`src/rtl/gpp_pkg.sv`:
```
package gpp_pkg;
    // ----------------------------------------
    // sizes
    // ----------------------------------------
    localparam int GPP_PINS = 40;
    localparam int GPP_PORTS = 5;
    localparam int GPP_CFG_W = 7;
    localparam int GPP_CTL_W = 10;
    localparam int GPP_SPI_N = 4;
    localparam int GPP_LOOSE_IRQ = 16;
    localparam int GPP_SHARED_IRQ = 3;
    localparam logic [39:0] GPP_VALID_MASK = 40'h0f_ffff_ffff;

    // ----------------------------------------
    // register indices, byte address is index times four
    // ----------------------------------------
    localparam logic [5:0] GPP_IDX_PORT [GPP_PORTS] = '{6'h00, 6'h01, 6'h02, 6'h03, 6'h04};
    localparam logic [5:0] GPP_IDX_CFG0 = 6'h05;
    localparam logic [5:0] GPP_IDX_CTRL = 6'h30;

    // ----------------------------------------
    // per-pin configuration fields
    // ----------------------------------------
    localparam int GPP_CFG_OE = 0;
    localparam int GPP_CFG_PULLUP = 1;
    localparam int GPP_CFG_OD = 2;
    localparam int GPP_CFG_SINK = 3;
    localparam int GPP_CFG_TTL = 4;
    localparam int GPP_CFG_ACT_LOW = 5;
    localparam int GPP_CFG_INT_EN = 6;

    // ----------------------------------------
    // control register fields
    // ----------------------------------------
    localparam int GPP_CTL_XTAL = 0;
    localparam int GPP_CTL_REG_SEL = 1;
    localparam int GPP_CTL_REG_ON = 2;
    localparam int GPP_CTL_LOW_RAIL = 3;
    localparam int GPP_CTL_USB_MODE = 4;
    localparam int GPP_CTL_USB_FORCE = 5;
    localparam int GPP_CTL_SPI_USE = 6;

    // ----------------------------------------
    // shared-function pins
    // ----------------------------------------
    localparam int GPP_PIN_OSC_IN = 0;
    localparam int GPP_PIN_OSC_OUT = 1;
    localparam int GPP_PIN_USB_DP = 8;
    localparam int GPP_PIN_USB_DM = 9;
    localparam int GPP_PIN_REG = 10;
    localparam int GPP_PIN_SPI0 = 11;

    // ----------------------------------------
    // reset values
    // ----------------------------------------
    localparam logic [39:0] GPP_RST_DATA = 40'h00_0000_0000;
    localparam logic [6:0] GPP_RST_CFG = 7'h00;
    localparam logic [9:0] GPP_RST_CTRL = 10'h000;
endpackage : gpp_pkg

```
`src/rtl/gpp_sync.sv`:
```
`timescale 1ns/1ps
module gpp_sync #(
    parameter int W = 8
) (
    input wire logic i_clk,
    input wire logic i_rst_n,
    input wire logic [W-1:0] i_d,
    output logic [W-1:0] o_q
);
    // ----------------------------------------
    // two-flop synchroniser
    // ----------------------------------------
    typedef struct packed {
        logic [W-1:0] meta;
        logic [W-1:0] sync;
    } gpp_sync_s;

    gpp_sync_s q;
    gpp_sync_s d;

    always_comb begin
        d.meta = i_d;
        d.sync = q.meta;
    end

    always_ff @(posedge i_clk) begin
        if (!i_rst_n) begin
            q <= '0;
        end else begin
            q <= d;
        end
    end

    assign o_q = q.sync;
endmodule : gpp_sync

```
`src/rtl/gpp_gpio_port.sv`:
```
// Function
// RQ1: writes set levels of output-enabled pins
// RQ2: data reads return sampled pin levels
// RQ3: interrupts work for inputs and outputs
// RQ4: edge-triggered; shared groups rearm when idle
// RQ5: cleared enable never raises pin interrupt
// RQ6: driven data edge raises own interrupt
// RQ7: polarity set falling, cleared rising
// RQ8: threshold bit selects TTL or CMOS
// RQ9: sink bit selects high sink rating
// RQ10: open drain: one floats, zero drives low
// RQ11: push-pull drives both levels
// RQ12: pull-up bit connects pin pull-up
// RQ13: output enable turns driver on
// RQ14: oscillator pins undriven while crystal on
// RQ15: dedicated select disables GPIO enable
// RQ16: serial logic owns its pin enables
// RQ17: low rail drive on four serial pins
// RQ18: regulator select outputs regulator, no GPIO
// RQ19: USB mode hands pins to data lines
// RQ20: force bit drives USB lines from data
// RQ21: software disables interrupt before polarity change
// RQ22: reserved bits zero, everything resets zero; the code resets waitrequest (wreq) to one
`timescale 1ns/1ps
module gpp_gpio_port (
    input wire logic i_clk,
    input wire logic i_rst_n,
    input wire logic [7:0] i_avs_address,
    input wire logic i_avs_read,
    input wire logic i_avs_write,
    input wire logic [31:0] i_avs_writedata,
    input wire logic [3:0] i_avs_byteenable,
    output logic [31:0] o_avs_readdata,
    output logic o_avs_waitrequest,
    input wire logic [gpp_pkg::GPP_PINS-1:0] i_pin,
    output logic [gpp_pkg::GPP_PINS-1:0] o_pin_out,
    output logic [gpp_pkg::GPP_PINS-1:0] o_pin_oe,
    output logic [gpp_pkg::GPP_PINS-1:0] o_pin_ttl,
    output logic [gpp_pkg::GPP_PINS-1:0] o_pin_high_sink,
    output logic [gpp_pkg::GPP_PINS-1:0] o_pin_pullup,
    input wire logic [gpp_pkg::GPP_SPI_N-1:0] i_spi_oe,
    input wire logic [gpp_pkg::GPP_SPI_N-1:0] i_spi_out,
    input wire logic i_usb_oe,
    input wire logic [1:0] i_usb_out,
    output logic [gpp_pkg::GPP_SPI_N-1:0] o_low_rail_drive,
    output logic o_crystal_osc_on,
    output logic o_regulator_pin_drive,
    output logic o_regulator_on,
    output logic o_usb_mode,
    output logic [gpp_pkg::GPP_LOOSE_IRQ-1:0] o_pin_irq,
    output logic [gpp_pkg::GPP_SHARED_IRQ-1:0] o_shared_irq
);
    import gpp_pkg::*;

    // ----------------------------------------
    // state
    // ----------------------------------------
    typedef struct packed {
        logic [GPP_PINS-1:0] dat;
        logic [GPP_PINS-1:0][GPP_CFG_W-1:0] cfg;
        logic [GPP_CTL_W-1:0] ctrl;
        logic [GPP_PINS-1:0] out;
        logic [GPP_PINS-1:0] oe;
        logic [GPP_PINS-1:0] hit;
        logic [GPP_LOOSE_IRQ-1:0] irq;
        logic [GPP_SHARED_IRQ-1:0] grp;
        logic [GPP_SHARED_IRQ-1:0] sirq;
        logic wreq;
        logic [31:0] rdata;
    } gpp_state_s;

    gpp_state_s q;
    gpp_state_s d;
    logic [GPP_PINS-1:0] pin_s;
    logic [GPP_PINS-1:0] pin_m;
    logic [5:0] idx;
    logic [31:0] rd_v;
    logic [GPP_PINS-1:0] hit_v;
    logic [GPP_SPI_N-1:0] spi_use;

    // ----------------------------------------
    // pin sampling
    // ----------------------------------------
    gpp_sync #(
        .W(GPP_PINS)
    ) u_sync (
        .i_clk(i_clk),
        .i_rst_n(i_rst_n),
        .i_d(i_pin),
        .o_q(pin_s)
    );

    assign pin_m = pin_s & GPP_VALID_MASK;
    assign idx = i_avs_address[7:2];
    assign spi_use = q.ctrl[GPP_CTL_SPI_USE +: GPP_SPI_N];

    // ----------------------------------------
    // read mux
    // ----------------------------------------
    always_comb begin
        rd_v = 32'h0000_0000;
        for (int k = 0; k < GPP_PORTS; k++) begin
            if (idx == GPP_IDX_PORT[k]) begin
                rd_v[7:0] = pin_m[k*8 +: 8]; // RQ2 RQ22
            end
        end
        for (int p = 0; p < GPP_PINS; p++) begin
            if (idx == 6'(GPP_IDX_CFG0 + 6'(p))) begin
                rd_v[GPP_CFG_W-1:0] = q.cfg[p];
            end
        end
        if (idx == GPP_IDX_CTRL) begin
            rd_v[GPP_CTL_W-1:0] = q.ctrl;
        end
    end

    // ----------------------------------------
    // interrupt levels
    // ----------------------------------------
    always_comb begin
        logic lvl;
        lvl = 1'b0;
        hit_v = '0;
        for (int p = 0; p < GPP_PINS; p++) begin
            lvl = q.oe[p] ? q.out[p] : pin_s[p]; // RQ3 RQ6
            hit_v[p] = (lvl ^ q.cfg[p][GPP_CFG_ACT_LOW]) & q.cfg[p][GPP_CFG_INT_EN] & GPP_VALID_MASK[p]; // RQ5 RQ7
        end
    end

    // ----------------------------------------
    // next state
    // ----------------------------------------
    always_comb begin
        logic en_v;
        logic o_v;
        logic g_v;
        en_v = 1'b0;
        o_v = 1'b0;
        g_v = 1'b0;
        d = q;
        d.wreq = 1'b1;
        if ((i_avs_read || i_avs_write) && q.wreq) begin
            d.wreq = 1'b0;
            d.rdata = rd_v;
        end
        if (i_avs_write && !q.wreq && i_avs_byteenable[0]) begin
            for (int k = 0; k < GPP_PORTS; k++) begin
                if (idx == GPP_IDX_PORT[k]) begin
                    d.dat[k*8 +: 8] = i_avs_writedata[7:0] & GPP_VALID_MASK[k*8 +: 8]; // RQ1 RQ22
                end
            end
            for (int p = 0; p < GPP_PINS; p++) begin
                if (idx == 6'(GPP_IDX_CFG0 + 6'(p)) && GPP_VALID_MASK[p]) begin
                    d.cfg[p] = i_avs_writedata[GPP_CFG_W-1:0];
                end
            end
        end
        if (i_avs_write && !q.wreq && idx == GPP_IDX_CTRL && i_avs_byteenable[0] && i_avs_byteenable[1]) begin
            d.ctrl = i_avs_writedata[GPP_CTL_W-1:0];
        end
        for (int p = 0; p < GPP_PINS; p++) begin
            en_v = q.cfg[p][GPP_CFG_OE]; // RQ13
            o_v = q.dat[p]; // RQ1 RQ11
            if (q.cfg[p][GPP_CFG_OD]) begin
                en_v = en_v & ~q.dat[p]; // RQ10
                o_v = 1'b0;
            end
            if ((p == GPP_PIN_OSC_IN || p == GPP_PIN_OSC_OUT) && q.ctrl[GPP_CTL_XTAL]) begin
                en_v = 1'b0; // RQ14
            end
            if (p == GPP_PIN_REG && q.ctrl[GPP_CTL_REG_SEL]) begin
                en_v = 1'b0; // RQ15 RQ18
            end
            if (p >= GPP_PIN_SPI0 && p < GPP_PIN_SPI0 + GPP_SPI_N) begin
                if (spi_use[p-GPP_PIN_SPI0]) begin
                    en_v = i_spi_oe[p-GPP_PIN_SPI0]; // RQ15 RQ16
                    o_v = i_spi_out[p-GPP_PIN_SPI0];
                end
            end
            if ((p == GPP_PIN_USB_DP || p == GPP_PIN_USB_DM) && q.ctrl[GPP_CTL_USB_MODE]) begin
                if (q.ctrl[GPP_CTL_USB_FORCE]) begin
                    en_v = 1'b1; // RQ20
                    o_v = q.dat[p];
                end else begin
                    en_v = i_usb_oe; // RQ19
                    o_v = i_usb_out[p-GPP_PIN_USB_DP];
                end
            end
            d.oe[p] = en_v & GPP_VALID_MASK[p];
            d.out[p] = o_v & GPP_VALID_MASK[p];
        end
        d.hit = hit_v;
        d.irq = hit_v[GPP_LOOSE_IRQ-1:0] & ~q.hit[GPP_LOOSE_IRQ-1:0]; // RQ4
        for (int k = 0; k < GPP_SHARED_IRQ; k++) begin
            g_v = |hit_v[(k+2)*8 +: 8];
            d.grp[k] = g_v;
            d.sirq[k] = g_v & ~q.grp[k]; // RQ4
        end
    end

    always_ff @(posedge i_clk) begin
        if (!i_rst_n) begin
            q <= '0; // RQ22
            q.dat <= GPP_RST_DATA;
            q.cfg <= {GPP_PINS{GPP_RST_CFG}};
            q.ctrl <= GPP_RST_CTRL;
            q.wreq <= 1'b1;
        end else begin
            q <= d;
        end
    end

    // ----------------------------------------
    // outputs
    // ----------------------------------------
    for (genvar g = 0; g < GPP_PINS; g++) begin : g_cfg_out
        assign o_pin_ttl[g] = q.cfg[g][GPP_CFG_TTL]; // RQ8
        assign o_pin_high_sink[g] = q.cfg[g][GPP_CFG_SINK]; // RQ9
        assign o_pin_pullup[g] = q.cfg[g][GPP_CFG_PULLUP]; // RQ12
    end

    assign o_avs_readdata = q.rdata;
    assign o_avs_waitrequest = q.wreq;
    assign o_pin_out = q.out;
    assign o_pin_oe = q.oe;
    assign o_low_rail_drive = {GPP_SPI_N{q.ctrl[GPP_CTL_LOW_RAIL]}}; // RQ17
    assign o_crystal_osc_on = q.ctrl[GPP_CTL_XTAL];
    assign o_regulator_pin_drive = q.ctrl[GPP_CTL_REG_SEL]; // RQ18
    assign o_regulator_on = q.ctrl[GPP_CTL_REG_ON];
    assign o_usb_mode = q.ctrl[GPP_CTL_USB_MODE];
    assign o_pin_irq = q.irq;
    assign o_shared_irq = q.sirq;
endmodule : gpp_gpio_port

```
`config.mk`:
```
export PLATFORM = sky130hd
export DESIGN_NAME = gpp_gpio_port
export DESIGN_NICKNAME = d
export VERILOG_FILES = /design/src/rtl/gpp_pkg.sv /design/src/rtl/gpp_sync.sv /design/src/rtl/gpp_gpio_port.sv
export SDC_FILE = /design/constraint.sdc
export NUM_CORES = 1
export LEC_CHECK = 0
export BUFFER_PORTS_ARGS = -buffer_cell sky130_fd_sc_hd__buf_2
export CORE_MARGIN = 3
export CORE_UTILIZATION = 40
export DETAILED_ROUTE_END_ITERATION = 6
export PLACE_DENSITY = 0.67
export SLEW_MARGIN = 20
export SYNTH_ARGS = -nofsm -noshare
export SYNTH_HDL_FRONTEND = slang
export SYNTH_SLANG_ARGS = --single-unit
```
`constraint.sdc`:
```
create_clock -name i_clk -period 2.05 [get_ports i_clk]
set_input_delay 0.3075 -clock i_clk [delete_from_list [all_inputs] [get_ports i_clk]]
set_output_delay 0.3075 -clock i_clk [all_outputs]
set_load 0.05 [all_outputs]
```
==> impl_metrics.json <==
{
  "rsz0062_at_grt": "yes",
  "synth_edf_count": 0,
  "initialDrtViolationCount": 2387,
  "vdd_ir_drop_max_v": 0.000742,
  "yosys.area_share.xor_xnor": 0.0134,
  "area_delta_synth_final_pct": 20.4,
  "max_stage_delay_ps": 510,
  "cp-start-kind": "flop",
  "arrival_ps": 2570,
  "synth_fa_ha_area_frac": 0,
  "clk_pin_slew_worst_paths_ps": 60,
  "maxSlewViolCount": 0,
  "syn_avg_cell_area_um2": 8.48,
  "io_buffers": 286,
  "worst_slack_ps": 24.8,
  "post-route-period-util": 0.988,
  "pre_cts_slack_ps": -632,
  "grt.overflow.total": 0,
  "hold_viol": 0,
  "drc": 0,
  "critical_path_class": "flop to flop",
  "synth_compound_area_frac": 0.206,
  "worst_pin_slew_ps": 741,
  "grt_pass1_wl_um": 129000,
  "detailed_place_hpwl_um": 65100,
  "ys_ff_latch": 491,
  "cts_setup_buffers": 0,
  "grt_antenna_before_repair": 5,
  "wl_um": 88400,
  "grt_pass1_vias": 19582,
  "worst_skew_pair.late_latency_ps": 610,
  "max_clock_freq_ghz": 0.494,
  "drive_gt1_frac": 0.241,
  "cts_sinks": 491,
  "place_congestion": 0.994,
  "wl_per_cell_um": 23.0,
  "die-area_um2": 61800,
  "yosysUniqueCellTypes": 86,
  "max_slew_margin": 0.506,
  "synth.yosys.seq_area_share": 0.418,
  "core_area_um2": 57900,
  "setup.worst_path.end_class": "flop",
  "viasPerCell": 5.43,
  "vias": 20909,
  "crit_required_ps": 2600,
  "cts_tree": "done",
  "cap_violations": 0,
  "nets": 3141,
  "synth_area_um2": 23500,
  "finalPower_mw": 22.0,
  "synth-main-ff-cell": "dfxtp_1",
  "min_period_ps": 2030,
  "synth_top_family_by_area": "compound AO/OA/AOI/OAI gates",
  "crit_chain": "mux2i_1, a211oi_2, o41ai_2, a221oi_2, o21ai_1, a211o_1, a21oi_2",
  "status": "complete, no violations",
  "slowest_stage": "dfxtp_1",
  "ys_warn_count": 0,
  "synth_area_leaders": "dfxtp_1, nand2_1, buf_4",
  "finClkSkew_ps": 13.0,
  "yosysTopAreaCell": "dfxtp_1",
  "insertedDiodeCount": 0,
  "grt_max_degree": 180,
  "cts_buffers": 52,
  "path_max_fanout": 2,
  "cellLeakagePower_nw": 11.2,
  "cts-root-buf": "clkbuf_16",
  "antenna_left": 0,
  "powerDensity_nw_per_um2": 778,
  "fp-row-count": 88,
  "hp-class": "primary input to flop",
  "ys_async_sr_fraction": 0,
  "die_y_um": 249,
  "synthMuxAreaShare": 0.0627,
  "dr.pass1.iters": 6,
  "start_util": 0.406,
  "layoutNonFillerInstCount": 3848,
  "yosys.area.top_type_share": 0.418,
  "io_pins": 359,
  "finalSetupViolations": 0,
  "ctsLongestPathBuffers": 3,
  "synthCells": 2775,
  "die_x_um": 249,
  "synthSimpleGateAreaFrac": 0.180,
  "h-tree-depth": 2,
  "place_inst": 3714,
  "track_usage": 0.273
}
[metal layers]
layer	vias up	global-route usage	wire (um)
met5	-	0	50
met4	8	0.0967	3310
met3	187	0.0757	8580
met2	940	0.412	38300
met1	10041	0.373	38200
li1	9733	-	-
[area by class of cell]
cell class              count  area (um^2)
fillers                  5568        29600
clock buffers              70         1500
clock inverters            25          413
repair buffers            628         4460
well taps                 765          957
inverters                   7         26.3
flip-flops and latches    491         9840
multi-input cells        1862        11100
[Yosys cell counts (all sizes together), types with 23 or more instances]
library cell / instances
a21boi: 265
a21oi: 97
a22oi: 23
and2: 78
buf: 310
clkbuf: 146
dfxtp: 491
mux2i: 109
nand2: 528
nand3: 29
nor2: 120
nor2b: 70
o21ai: 209
xnor2: 36
[registers in the layout, summed over array words and instances (netlist names), 3 cells and up]
| signal | flops |
|---|---|
| o_avs_readdata | 10 |
| o_pin_high_sink | 36 |
| o_pin_irq | 16 |
| o_pin_oe | 36 |
| o_pin_out | 36 |
| o_pin_pullup | 36 |
| o_pin_ttl | 36 |
| o_shared_irq | 3 |
| q | 204 |
| u_sync.d | 36 |
| u_sync.o_q | 36 |
[critical path, delay by kind of cell, from the launching register on]
| kind | cells | cell delay [ps] |
|---|---|---|
| multiplexers | 1 | 190 |
| flip-flops | 1 | 510 |
| AO/OA/AOI/OAI | 6 | 1270 |
[cell families after synthesis]
logic type / after synthesis
and+or+nand+nor: 916
buffers and inverters: 463
muxes: 133
other: 1
xor gates and xnor gates: 36
DFF: 491
AOI/OAI and AO/OA: 735
[path summary, 6_finish.rpt]
kind                        startpoint                             end  slack [ps]  cells past startpoint
min                        i_spi_oe[0]         o_pin_oe[11]$_SDFF_PN0_          40                      4
max reg2reg  u_sync.o_q[27]$_SDFF_PN0_  o_avs_readdata[3]$_SDFFE_PN0P_          20                      7
min reg2reg           q[60]$_SDFF_PN0_         o_pin_irq[5]$_SDFF_PN0_         380                      1
max          u_sync.o_q[27]$_SDFF_PN0_  o_avs_readdata[3]$_SDFFE_PN0P_          20                      7
[metrics by stage]
step | TNS [ps] | util | hold WS (ps) | area, um^2
after global placement | -14120 | 0.448 | 369 | 25900
final | 0 | 0.489 | 35.4 | 28300
after global routing | -43.0 | 0.489 | 45.4 | 28300
after CTS | 0 | 0.488 | 6.68 | 28300
after detailed placement | -16560 | 0.448 | 371 | 25900
after floorplan | -6.66 | - | 367 | 23700
[power breakdown]
group	internal (mW)	switching, mW
combinational	0.696	1.16
clock	6.41	4.05
sequential	9.63	0.0910
total	16.7	5.30
[placed cells by master (no fill, tap or decap), types with 8 or more instances in the layout]
cell,n
o221ai_1,8
mux2i_1,109
dfxtp_1,484
dlygate4sd3_1,41
nor3_1,17
nor2_1,118
nand3_1,29
xnor2_1,36
a22oi_1,23
buf_2,283
a21oi_1,96
buf_4,275
o21ai_1,10
nor2b_1,70
o21ai_0,197
a211oi_1,11
and2_1,78
mux2_2,14
clkbuf_8,11
buf_12,27
a31oi_1,15
bufinv_16,10
clkbuf_16,53
o22ai_1,18
mux4_2,10
conb_1,42
a21boi_0,258
nand2_1,526
and3_1,19
[timing repair]
item | CTS | global route
cloned | 0 | 0
hold endpoints to repair | 41 | 0
setup endpoints to repair | 3 | 5
hold buffers | 41 | 0
pin swaps | 4 | 8
gates resized for setup | 8 | 13
Power figures use the tool's default switching activity.
